`config.mk`:
```
export PLATFORM = sky130hd
export DESIGN_NAME = keying_mixer
export DESIGN_NICKNAME = d
export VERILOG_FILES = /design/src/keying_mixer_pkg.sv /design/src/keying_mixer.sv /design/src/keying_pin_sync.sv /design/src/keying_source_mux.sv
export VERILOG_INCLUDE_DIRS = /design/src
export SDC_FILE = /design/constraint.sdc
export NUM_CORES = 1
export LEC_CHECK = 0
export ABC_AREA = 0
export BUFFER_PORTS_ARGS = -buffer_cell sky130_fd_sc_hd__buf_2
export CORE_ASPECT_RATIO = 1.1
export CORE_UTILIZATION = 40
export DETAILED_ROUTE_END_ITERATION = 10
export GPL_TIMING_DRIVEN = 1
export PLACE_DENSITY = 0.72
export SYNTH_ARGS = -nofsm -noshare
export SYNTH_HDL_FRONTEND = slang
export SYNTH_HIERARCHICAL = 1
export SYNTH_SLANG_ARGS = --single-unit
```
`constraint.sdc`:
```
create_clock -name clock -period 3.1 [get_ports clock]
set_input_delay 0.465 -clock clock [delete_from_list [all_inputs] [get_ports clock]]
set_output_delay 0.465 -clock clock [all_outputs]
set_load 0.01 [all_outputs]
```
`src/keying_mixer_map.svh`:
```
// Address map, field positions and source codes of the keying mixer.
`ifndef KEYING_MIXER_MAP_SVH
`define KEYING_MIXER_MAP_SVH

`define KM_AW         8
`define KM_PINS       8
`define KM_PERIPH     8

`define KM_CTL0       8'h00
`define KM_CTL1       8'h04
`define KM_SRC        8'h08
`define KM_HIGH_CARRIER_SIGNAL       8'h0C
`define KM_LOW_CARRIER_SIGNAL       8'h10
`define KM_MODPPS     8'h14
`define KM_CHPPS      8'h18
`define KM_CLPPS      8'h1C

`define KM_EN_BIT     7
`define KM_OUT_BIT    5
`define KM_RESULT_INVERT_BIT   4
`define KM_SOFT_BIT   0
`define KM_HI_CARRIER_INVERT_BIT  5
`define KM_HI_CARRIER_EDGE_ALIGN_BIT 4
`define KM_LO_CARRIER_INVERT_BIT  1
`define KM_LO_CARRIER_EDGE_ALIGN_BIT 0

`define KM_MS_W       5
`define KM_CAR_W      4
`define KM_PPS_W      6

`define KM_CODE_SW    5'h00
`define KM_CODE_PIN   5'h01
`define KM_CODE_P0    5'h02
`define KM_CODE_LAST  5'h09
`define KM_CAR_ZERO   4'h0
`define KM_CAR_RSVD   4'h9

`endif

```
`src/keying_mixer_pkg.sv`:
```
// Types shared by the keying mixer modules.
`include "keying_mixer_map.svh"

package keying_mixer_pkg;

  typedef struct packed {
    logic [`KM_PINS-1:0] s1;
    logic [`KM_PINS-1:0] s2;
    logic [`KM_PINS-1:0] s3;
    logic [`KM_PINS-1:0] q;
  } pin_sync_s;

  typedef struct packed {
    logic                 en;
    logic                 result_invert;
    logic                 softBit;
    logic                 hi_carrier_invert;
    logic                 hi_carrier_edge_align;
    logic                 lo_carrier_invert;
    logic                 lo_carrier_edge_align;
    logic [`KM_MS_W-1:0]  msSel;
    logic [`KM_CAR_W-1:0] chSel;
    logic [`KM_CAR_W-1:0] clSel;
    logic [`KM_PPS_W-1:0] modPps;
    logic [`KM_PPS_W-1:0] chPps;
    logic [`KM_PPS_W-1:0] clPps;
    logic                 activeHi;
    logic                 outPin;
    logic [31:0]          rdData;
    logic                 slvErr;
  } mixer_s;

  localparam mixer_s MIXER_RST = '0;
  localparam pin_sync_s SYNC_RST = '0;

endpackage

```
`src/keying_mixer.sv`:
```
// Keying mixer: APB registers, source selection, edge alignment, output.
`timescale 1ns/1ps
`include "keying_mixer_map.svh"

module keying_mixer (
  input  wire logic                  clock,          // 10 MHz clock
  input  wire logic                  rstn,           // async reset, low
  input  wire logic                  psel,           // APB select
  input  wire logic                  penable,        // APB access phase
  input  wire logic                  pwrite,         // APB write
  input  wire logic [`KM_AW-1:0]     paddr,          // APB byte address
  input  wire logic [31:0]           pwdata,         // APB write data
  input  wire logic [3:0]            pstrb,          // APB byte strobes
  output logic      [31:0]           prdata,         // APB read data
  output logic                       pready,         // APB ready
  output logic                       pslverr,        // APB error
  input  wire logic [`KM_PINS-1:0]   pinIn,          // source pins
  input  wire logic [`KM_PERIPH-1:0] periphIn,       // peripheral sources
  output logic                       mixedResultPin  // mixed output
);
  import keying_mixer_pkg::*;

  mixer_s st_r;
  mixer_s st_nxt;

  logic [`KM_PINS-1:0] pinS;
  logic                modPin;
  logic                chPin;
  logic                clPin;
  logic                dataRaw;
  logic                hiRaw;
  logic                loRaw;
  logic                dataSel;
  logic                hiCar;
  logic                loCar;
  logic                result;
  logic                holdSw;
  logic                setupPh;
  logic                wrPh;
  logic                hit;
  logic [31:0]         rdVal;

  keying_pin_sync u_sync (
    .clock  (clock),
    .rstn   (rstn),
    .pinIn  (pinIn),
    .pinOut (pinS)
  );

  // Pin selects beyond the implemented pins read as a quiet zero.
  assign modPin = (st_r.modPps < 6'h08) ? pinS[st_r.modPps[2:0]] : 1'b0;
  assign chPin  = (st_r.chPps < 6'h08) ? pinS[st_r.chPps[2:0]] : 1'b0;
  assign clPin  = (st_r.clPps < 6'h08) ? pinS[st_r.clPps[2:0]] : 1'b0;

  keying_source_mux u_data (
    .code    (st_r.msSel),
    .softBit (st_r.softBit),
    .pinBit  (modPin),
    .periph  (periphIn),
    .srcOut  (dataRaw)
  );

  // Carrier code 0 is ground, so the software bit input is tied low.
  keying_source_mux u_hi (
    .code    ({1'b0, st_r.chSel}),
    .softBit (1'b0),
    .pinBit  (chPin),
    .periph  (periphIn),
    .srcOut  (hiRaw)
  );

  keying_source_mux u_lo (
    .code    ({1'b0, st_r.clSel}),
    .softBit (1'b0),
    .pinBit  (clPin),
    .periph  (periphIn),
    .srcOut  (loRaw)
  );

  // Stored selections are untouched by enable; only the gating changes.
  assign dataSel = st_r.en ? dataRaw : st_r.softBit;
  assign hiCar   = st_r.en ? (hiRaw ^ st_r.hi_carrier_invert) : 1'b0;
  assign loCar   = st_r.en ? (loRaw ^ st_r.lo_carrier_invert) : 1'b0;

  // The active carrier tracks the data level; with data high the high
  // carrier passes, with data low the low carrier passes.
  assign result = st_r.activeHi ? hiCar : loCar;

  // A switch waits while the outgoing synced carrier is still high.
  assign holdSw = (dataSel != st_r.activeHi) &&
                  (st_r.activeHi ? (st_r.hi_carrier_edge_align && hiCar)
                                 : (st_r.lo_carrier_edge_align && loCar));

  assign setupPh = psel && !penable;
  assign wrPh    = psel && penable && pwrite && pstrb[0];

  always_comb begin
    rdVal = 32'h0000_0000;
    hit   = 1'b1;
    if (paddr == `KM_CTL0) begin
      rdVal[`KM_EN_BIT]   = st_r.en;
      rdVal[`KM_OUT_BIT]  = st_r.outPin;
      rdVal[`KM_RESULT_INVERT_BIT] = st_r.result_invert;
      rdVal[`KM_SOFT_BIT] = st_r.softBit;
    end else if (paddr == `KM_CTL1) begin
      rdVal[`KM_HI_CARRIER_INVERT_BIT]  = st_r.hi_carrier_invert;
      rdVal[`KM_HI_CARRIER_EDGE_ALIGN_BIT] = st_r.hi_carrier_edge_align;
      rdVal[`KM_LO_CARRIER_INVERT_BIT]  = st_r.lo_carrier_invert;
      rdVal[`KM_LO_CARRIER_EDGE_ALIGN_BIT] = st_r.lo_carrier_edge_align;
    end else if (paddr == `KM_SRC) begin
      rdVal[`KM_MS_W-1:0] = st_r.msSel;
    end else if (paddr == `KM_HIGH_CARRIER_SIGNAL) begin
      rdVal[`KM_CAR_W-1:0] = st_r.chSel;
    end else if (paddr == `KM_LOW_CARRIER_SIGNAL) begin
      rdVal[`KM_CAR_W-1:0] = st_r.clSel;
    end else if (paddr == `KM_MODPPS) begin
      rdVal[`KM_PPS_W-1:0] = st_r.modPps;
    end else if (paddr == `KM_CHPPS) begin
      rdVal[`KM_PPS_W-1:0] = st_r.chPps;
    end else if (paddr == `KM_CLPPS) begin
      rdVal[`KM_PPS_W-1:0] = st_r.clPps;
    end else begin
      hit = 1'b0;
    end
  end

  always_comb begin
    st_nxt = st_r;
    // Nothing here depends on a low-power state, so sleep changes nothing.
    if (!holdSw) begin
      st_nxt.activeHi = dataSel;
    end
    // The pin value is produced whether or not any pin carries it.
    st_nxt.outPin = result ^ st_r.result_invert;
    if (setupPh) begin
      st_nxt.rdData = pwrite ? 32'h0000_0000 : rdVal;
      st_nxt.slvErr = !hit;
    end
    if (wrPh && hit) begin
      if (paddr == `KM_CTL0) begin
        st_nxt.en      = pwdata[`KM_EN_BIT];
        st_nxt.result_invert    = pwdata[`KM_RESULT_INVERT_BIT];
        st_nxt.softBit = pwdata[`KM_SOFT_BIT];
      end else if (paddr == `KM_CTL1) begin
        st_nxt.hi_carrier_invert  = pwdata[`KM_HI_CARRIER_INVERT_BIT];
        st_nxt.hi_carrier_edge_align = pwdata[`KM_HI_CARRIER_EDGE_ALIGN_BIT];
        st_nxt.lo_carrier_invert  = pwdata[`KM_LO_CARRIER_INVERT_BIT];
        st_nxt.lo_carrier_edge_align = pwdata[`KM_LO_CARRIER_EDGE_ALIGN_BIT];
      end else if (paddr == `KM_SRC) begin
        st_nxt.msSel = pwdata[`KM_MS_W-1:0];
      end else if (paddr == `KM_HIGH_CARRIER_SIGNAL) begin
        st_nxt.chSel = pwdata[`KM_CAR_W-1:0];
      end else if (paddr == `KM_LOW_CARRIER_SIGNAL) begin
        st_nxt.clSel = pwdata[`KM_CAR_W-1:0];
      end else if (paddr == `KM_MODPPS) begin
        st_nxt.modPps = pwdata[`KM_PPS_W-1:0];
      end else if (paddr == `KM_CHPPS) begin
        st_nxt.chPps = pwdata[`KM_PPS_W-1:0];
      end else begin
        st_nxt.clPps = pwdata[`KM_PPS_W-1:0];
      end
    end
  end

  always_ff @(posedge clock or negedge rstn) begin
    if (!rstn) begin
      st_r <= MIXER_RST;
    end else begin
      st_r <= st_nxt;
    end
  end

  // Reads are captured in the setup phase, so the slave never waits.
  assign pready         = 1'b1;
  assign prdata         = st_r.rdData;
  assign pslverr        = st_r.slvErr;
  assign mixedResultPin = st_r.outPin;
endmodule

```
`src/keying_pin_sync.sv`:
```
// Three-stage pin synchroniser that accepts a change once stages agree.
`timescale 1ns/1ps
`include "keying_mixer_map.svh"

module keying_pin_sync (
  input  wire logic                clock,  // system clock
  input  wire logic                rstn,   // async reset, active low
  input  wire logic [`KM_PINS-1:0] pinIn,  // raw pin levels
  output logic      [`KM_PINS-1:0] pinOut  // filtered pin levels
);
  import keying_mixer_pkg::*;

  pin_sync_s st_r;
  pin_sync_s st_nxt;
  logic [`KM_PINS-1:0] agree;

  // The first stage feeds only the second; filtering looks at 2 and 3.
  assign agree = ~(st_r.s2 ^ st_r.s3);

  always_comb begin
    st_nxt    = st_r;
    st_nxt.s1 = pinIn;
    st_nxt.s2 = st_r.s1;
    st_nxt.s3 = st_r.s2;
    st_nxt.q  = (st_r.s2 & agree) | (st_r.q & ~agree);
  end

  always_ff @(posedge clock or negedge rstn) begin
    if (!rstn) begin
      st_r <= SYNC_RST;
    end else begin
      st_r <= st_nxt;
    end
  end

  assign pinOut = st_r.q;
endmodule

```
`src/keying_source_mux.sv`:
```
// Source selector for the data stream and the two carriers.
`timescale 1ns/1ps
`include "keying_mixer_map.svh"

module keying_source_mux (
  input  wire logic [`KM_MS_W-1:0]   code,    // source selection code
  input  wire logic                  softBit, // software keying bit
  input  wire logic                  pinBit,  // pin chosen by pin select
  input  wire logic [`KM_PERIPH-1:0] periph,  // internal peripheral outputs
  output logic                       srcOut   // selected source level
);
  import keying_mixer_pkg::*;

  always_comb begin
    if (code == `KM_CODE_SW) begin
      srcOut = softBit;
    end else if (code == `KM_CODE_PIN) begin
      srcOut = pinBit;
    end else if (code <= `KM_CODE_LAST) begin
      srcOut = periph[3'(code - `KM_CODE_P0)];
    end else begin
      srcOut = 1'b0;
    end
  end
endmodule

```
# Word level (Yosys, flattened, before mapping)
# Cells that the tools add are included.
[op_classes] magnitude_cmp=12 bitwise=16 eq_ne=11 n_addsub=3 mux=59 n_reduce_logical=22
[op_table] op="$mux W6" count=8
[op_table] op="$mux W1" count=34
[op_table] op="$eq A8 B5 Y1 const B" count=4
[op_table] op="$lt A3 B4 Y1 const B" count=6
[op_table] op="$bmux W1 S3" count=6
[op_table] op="$lt A6 B4 Y1 const B" count=3
[op_table] op="$and A8 B8 Y8" count=2
[op_table] op="$eq A8 B4 Y1 const B" count=2
[op_table] op="$not A8 Y8" count=2
[op_table] op="$reduce_and A8 Y1" count=2
[op_table] op="$logic_not A5 Y1" count=3
[op_table] op="$mux W2" count=6
[op_table] op="$sub A3 B2 Y3 const B" count=3
[op_table] op="$eq A4 B1 Y1 const B" count=2
[op_table] op="$eq A8 B3 Y1 const B" count=1
[op_table] op="$le A4 B4 Y1 const B" count=2
[op_table] op="$logic_and A1 B1 Y1" count=8
[op_table] op="$logic_not A8 Y1" count=1
[op_table] op="$mux W4" count=2
[op_table] op="$mux W8" count=1
[op_table] op="$or A8 B8 Y8" count=1
[op_table] op="$xor A8 B8 Y8" count=1
[op_table] op="$not A1 Y1" count=7
[op_table] op="$reduce_and A7 Y1" count=1
[op_table] op="other kinds (12)" count=15
[word_totals] input_bits=65 output_inout_bits=35 regBits=105 word_cells=144

# Depth between registers and ports, before layout
[depth] depth_word=15 depth_mapped=11 ltp_nobuf=10

# Cells and area by module
# The synthesis kept the hierarchy.
[by_module_without_submodules] mod="keying_mixer" area_per_inst_um2=2819.0 cells_per_inst=239 instances=1 seq_area_each_um2=1201.2
[by_module_without_submodules] mod="keying_pin_sync" area_per_inst_um2=950.9 cells_per_inst=48 instances=1 seq_area_each_um2=800.8
[by_module_without_submodules] mod="keying_source_mux" area_per_inst_um2=153.9 cells_per_inst=16 instances=3 seq_area_each_um2=0.0

# Worst setup path before layout
# Ideal clock, no wire load.
[synth_timing] path_kind="register to register" start="reg st_r[35] (netlist name)" end="reg st_r (netlist bit mixedResultPin)" setup_slack_ns=0.930 path_stages_with_launch=11 period_less_slack_ns=2.170 setup_time_ns=0.123 arrival_time_ns=2.048 required_time_ns=2.977 path_buffers=0 cell_sequence="dfrtp_1 -> mux4_2 -> mux2i_1 -> nor4_1 -> nor2b_1 -> or4b_1 -> o31ai_1 -> xnor2_1 -> nor3b_1 -> a31oi_1 -> xnor2_1"
[synth_rtl] element="start, declared" line_no="keying_mixer.sv:23" rtl="mixer_s st_r;"
[synth_rtl] element="start signal, assigned" line_no="keying_mixer.sv:169" rtl="st_r <= st_nxt;"

==> metrics.md <==
| Metric | Value |
|---|---|
| Wire length of the first global-routing pass | `12.9 mm` |
| # clock sinks | `80` |
| Commonest cells post-synth | `80 x dfrtp_1, 41 x buf_4, 25 x mux2_2` |
| Final min period | `2.52 ns` |
| Mapped Cells | `335` |
| Critical hold path startpoint | `pinIn[1]` |
| Dpl hpwl | `5.76 mm` |
| Hold endpoint | `u_sync/st_nxt[17]` |
| Post-synthesis average cell area | `12.6 um^2` |
| Die footprint | `0.0110 mm^2` |
| Top cells by area, synth | `dfrtp_1 47%, buf_4 7.3%, mux2_2 6.7%` |
| Distinct cells, synth | `55` |
| Cell area after synthesis | `0.00423 mm^2` |
| Rel. slew slack | `0.343` |
| DR DRC count | `0` |
| Largest net degree at the start of global routing | `81` |
| Hold Slack | `0.229 ns` |
| Cts hold-fix bufs | `0` |
| Total Routing Usage GR | `0.157` |
| Final net count | `436` |
| Post-synth EDFFs | `0` |
| CP Capture Type | `flip-flop` |
| Post-route clock period utilization | `0.814` |
| Row count | `39` |
| Top FF cell, synth | `dfrtp_1` |
| Post_cts resized | `0` |
| Postcts setup bufs | `0` |
| Number of CTS-inserted buffers | `9` |
| Final hold vios | `0` |
| # diodes | `0` |
| Post-Route WL | `8.04 mm` |
| Clock transition at path regs | `0.06 ns` |
| Async set-or-reset flop fraction in the synthesized netlist | `1.00` |
| Port Buffers | `45` |
| Worst-margin pin slew | `0.985 ns` |
| Worst IR Drop VDD | `0.234 mV` |
| Synth Register Bits | `80` |
| I/O pin cnt | `100` |
| Worst hold path type | `in -> reg` |
| Max Slew Vio Count | `0` |
| Worst Setup Path Type | `reg -> reg` |
| Reg2Reg Launch Point | `st_r[35]` |
| Avg WL per Cell | `15.6 um` |
| Worst EP required | `3.32 ns` |
| Synth warn | `6` |
| Clock buffer depth | `2` |
| Die Y | `110 um` |
| Initial Util | `0.409` |
| Number of setup violations in the final report | `0` |
| Yosys top cell by area | `dfrtp_1` |
| CTS root buffer | `clkbuf_16` |
| CP arrival | `2.75 ns` |
| Final core occ | `0.452` |
| Seq/Total Area, Yosys | `0.473` |
| Vias in the first global route | `2476` |
| Proportion of layout cells with a drive suffix above 1 | `0.311` |
| Design area | `0.00468 mm^2` |
| Worst Skew | `0.00440 ns` |
| Worst flop-to-flop path endpoint | `mixedResultPin` |
| Unrepaired setup endpoints after global routing | `false` |
| Leakage power | `2.17 nW` |
| Max-cap viol count | `0` |
| Vias | `2682` |
| Post-synth top area share | `0.473` |
| TritonCTS clock tree | `done` |
| Setup tns final | `0 ns` |
| Vias/cell | `5.20` |
| 1st-iter DRT viols | `98` |
| Pwr dens | `502 mW/mm^2` |
| Area growth, synth to finish | `10.5%` |
| Worst reg-to-reg setup slack | `0.58 ns` |
| Antenna viol nets, final | `0` |
| Status | `complete, no violations` |
| Maximum fanout along the worst path | `4` |
| Startpoint types | `flip-flop` |
| Die width | `100 um` |
| R2R cell count | `10` |
| H-tree Lvls | `3` |
| Highest clock rate | `0.396 GHz` |
| Final Wtd Congestion | `0.781` |
| Core area | `0.0103 mm^2` |
| TritonRoute pass-1 iters | `4` |
| Overflow after GRT | `0` |
| Worst-Skew Late Latency | `0.33 ns` |
| Most common cell in the netlist | `dfrtp_1` |
| Worst Hold Depth | `1` |
| Area after DPL | `0.00437 mm^2` |
| Fillers | `953` |
| Initial antenna violation count | `0` |
[layout by cell type (no fill, tap or decap), types with 3 or more instances in the layout]
cell	instances
mux2_4	6
nor4_1	3
o21ai_0	8
mux2i_1	10
or3b_2	3
mux4_2	8
o31ai_1	5
mux4_1	6
or4b_1	6
nand3_1	7
nor3_1	3
inv_1	10
maj3_2	8
o211ai_1	6
nand2_1	10
mux2_1	7
dfrtp_1	80
a32o_1	3
nor2_1	10
a21o_1	4
ha_1	3
buf_2	44
clkinv_4	3
nor3b_1	4
mux2_2	25
nand4_1	5
clkbuf_16	9
nor2b_1	6
a22oi_1	4
conb_1	32
[worst max-delay path by stage]
stage,startpoint,endpoint,slack (ns),depth (start not counted)
after detailed placement,st_r[35],mixedResultPin,0.55,10
after global placement,st_r[35],mixedResultPin,0.64,10
after CTS,st_r[35],mixedResultPin,0.52,10
final,st_r[35],mixedResultPin,0.58,10
after global routing,st_r[35],mixedResultPin,0.38,10
after floorplan,st_r[35],mixedResultPin,0.93,10
[final cells by class]
type | instances | area (um^2) | share of cell area
Sequential cell | 80 | 2000 | 0.428
Clock inverter | 7 | 78.8 | 0.0169
Timing Repair Buffer | 45 | 228 | 0.0487
Inverter | 10 | 37.5 | 0.00803
Clock buffer | 9 | 225 | 0.0482
Tap cell | 143 | 179 | 0.0383
Multi-Input combinational cell | 222 | 1930 | 0.412
[critical path, cell delays in order (launching register included)]
cell	delay [ns]
dfrtp_1	0.43
mux4_2	0.35
mux2i_1	0.07
nor4_1	0.23
nor2b_1	0.08
or4b_1	0.47
o31ai_1	0.14
xnor2_1	0.14
nor3b_1	0.27
a31oi_1	0.10
xnor2_1	0.14
[sequential cells by signal (all words and copies together) (netlist names), named ones only]
name            count
mixedResultPin      1
prdata              7
pslverr             1
st_r               39
u_sync/st_nxt      16
u_sync/st_r         8
[metal layers]
layer | global-route usage | vias up | part of all wire
met5 | 0 | - | 0
met4 | 0.0569 | 0 | 0.016
met3 | 0.0407 | 8 | 0.056
met2 | 0.256 | 89 | 0.49
met1 | 0.203 | 1348 | 0.44
li1 | - | 1237 | -
[per-stage QoR]
stage               std cells  worst slack [ns]  power (W)
floorplan                 365             0.930    0.00126
global placement          500             0.641    0.00129
detailed placement        500             0.545    0.00130
CTS                       516             0.523    0.00237
global route              516             0.375    0.00245
finish                    516             0.576    0.00235
[where the power goes]
group          internal, W  switching, W
Combinational    0.0000722      0.000107
Clock             0.000632      0.000436
Sequential         0.00108     0.0000230
Total              0.00178      0.000566
[cell families (layout without fill, tap and decap cells)]
logic type                 after synthesis  count (layout)  share of synthesized area
other                                    2              32                    0.00177
buffers and inverters                   63              71                     0.0982
AOI/OAI and AO/OA                       43              43                     0.0733
adders and majority gates               11              11                     0.0302
and+or+nand+nor                         71              71                      0.107
xor gates and xnor gates                 3               3                    0.00621
muxes                                   62              62                      0.210
DFF                                     80              80                      0.473
No activity file was read; power rests on OpenSTA's default activity.
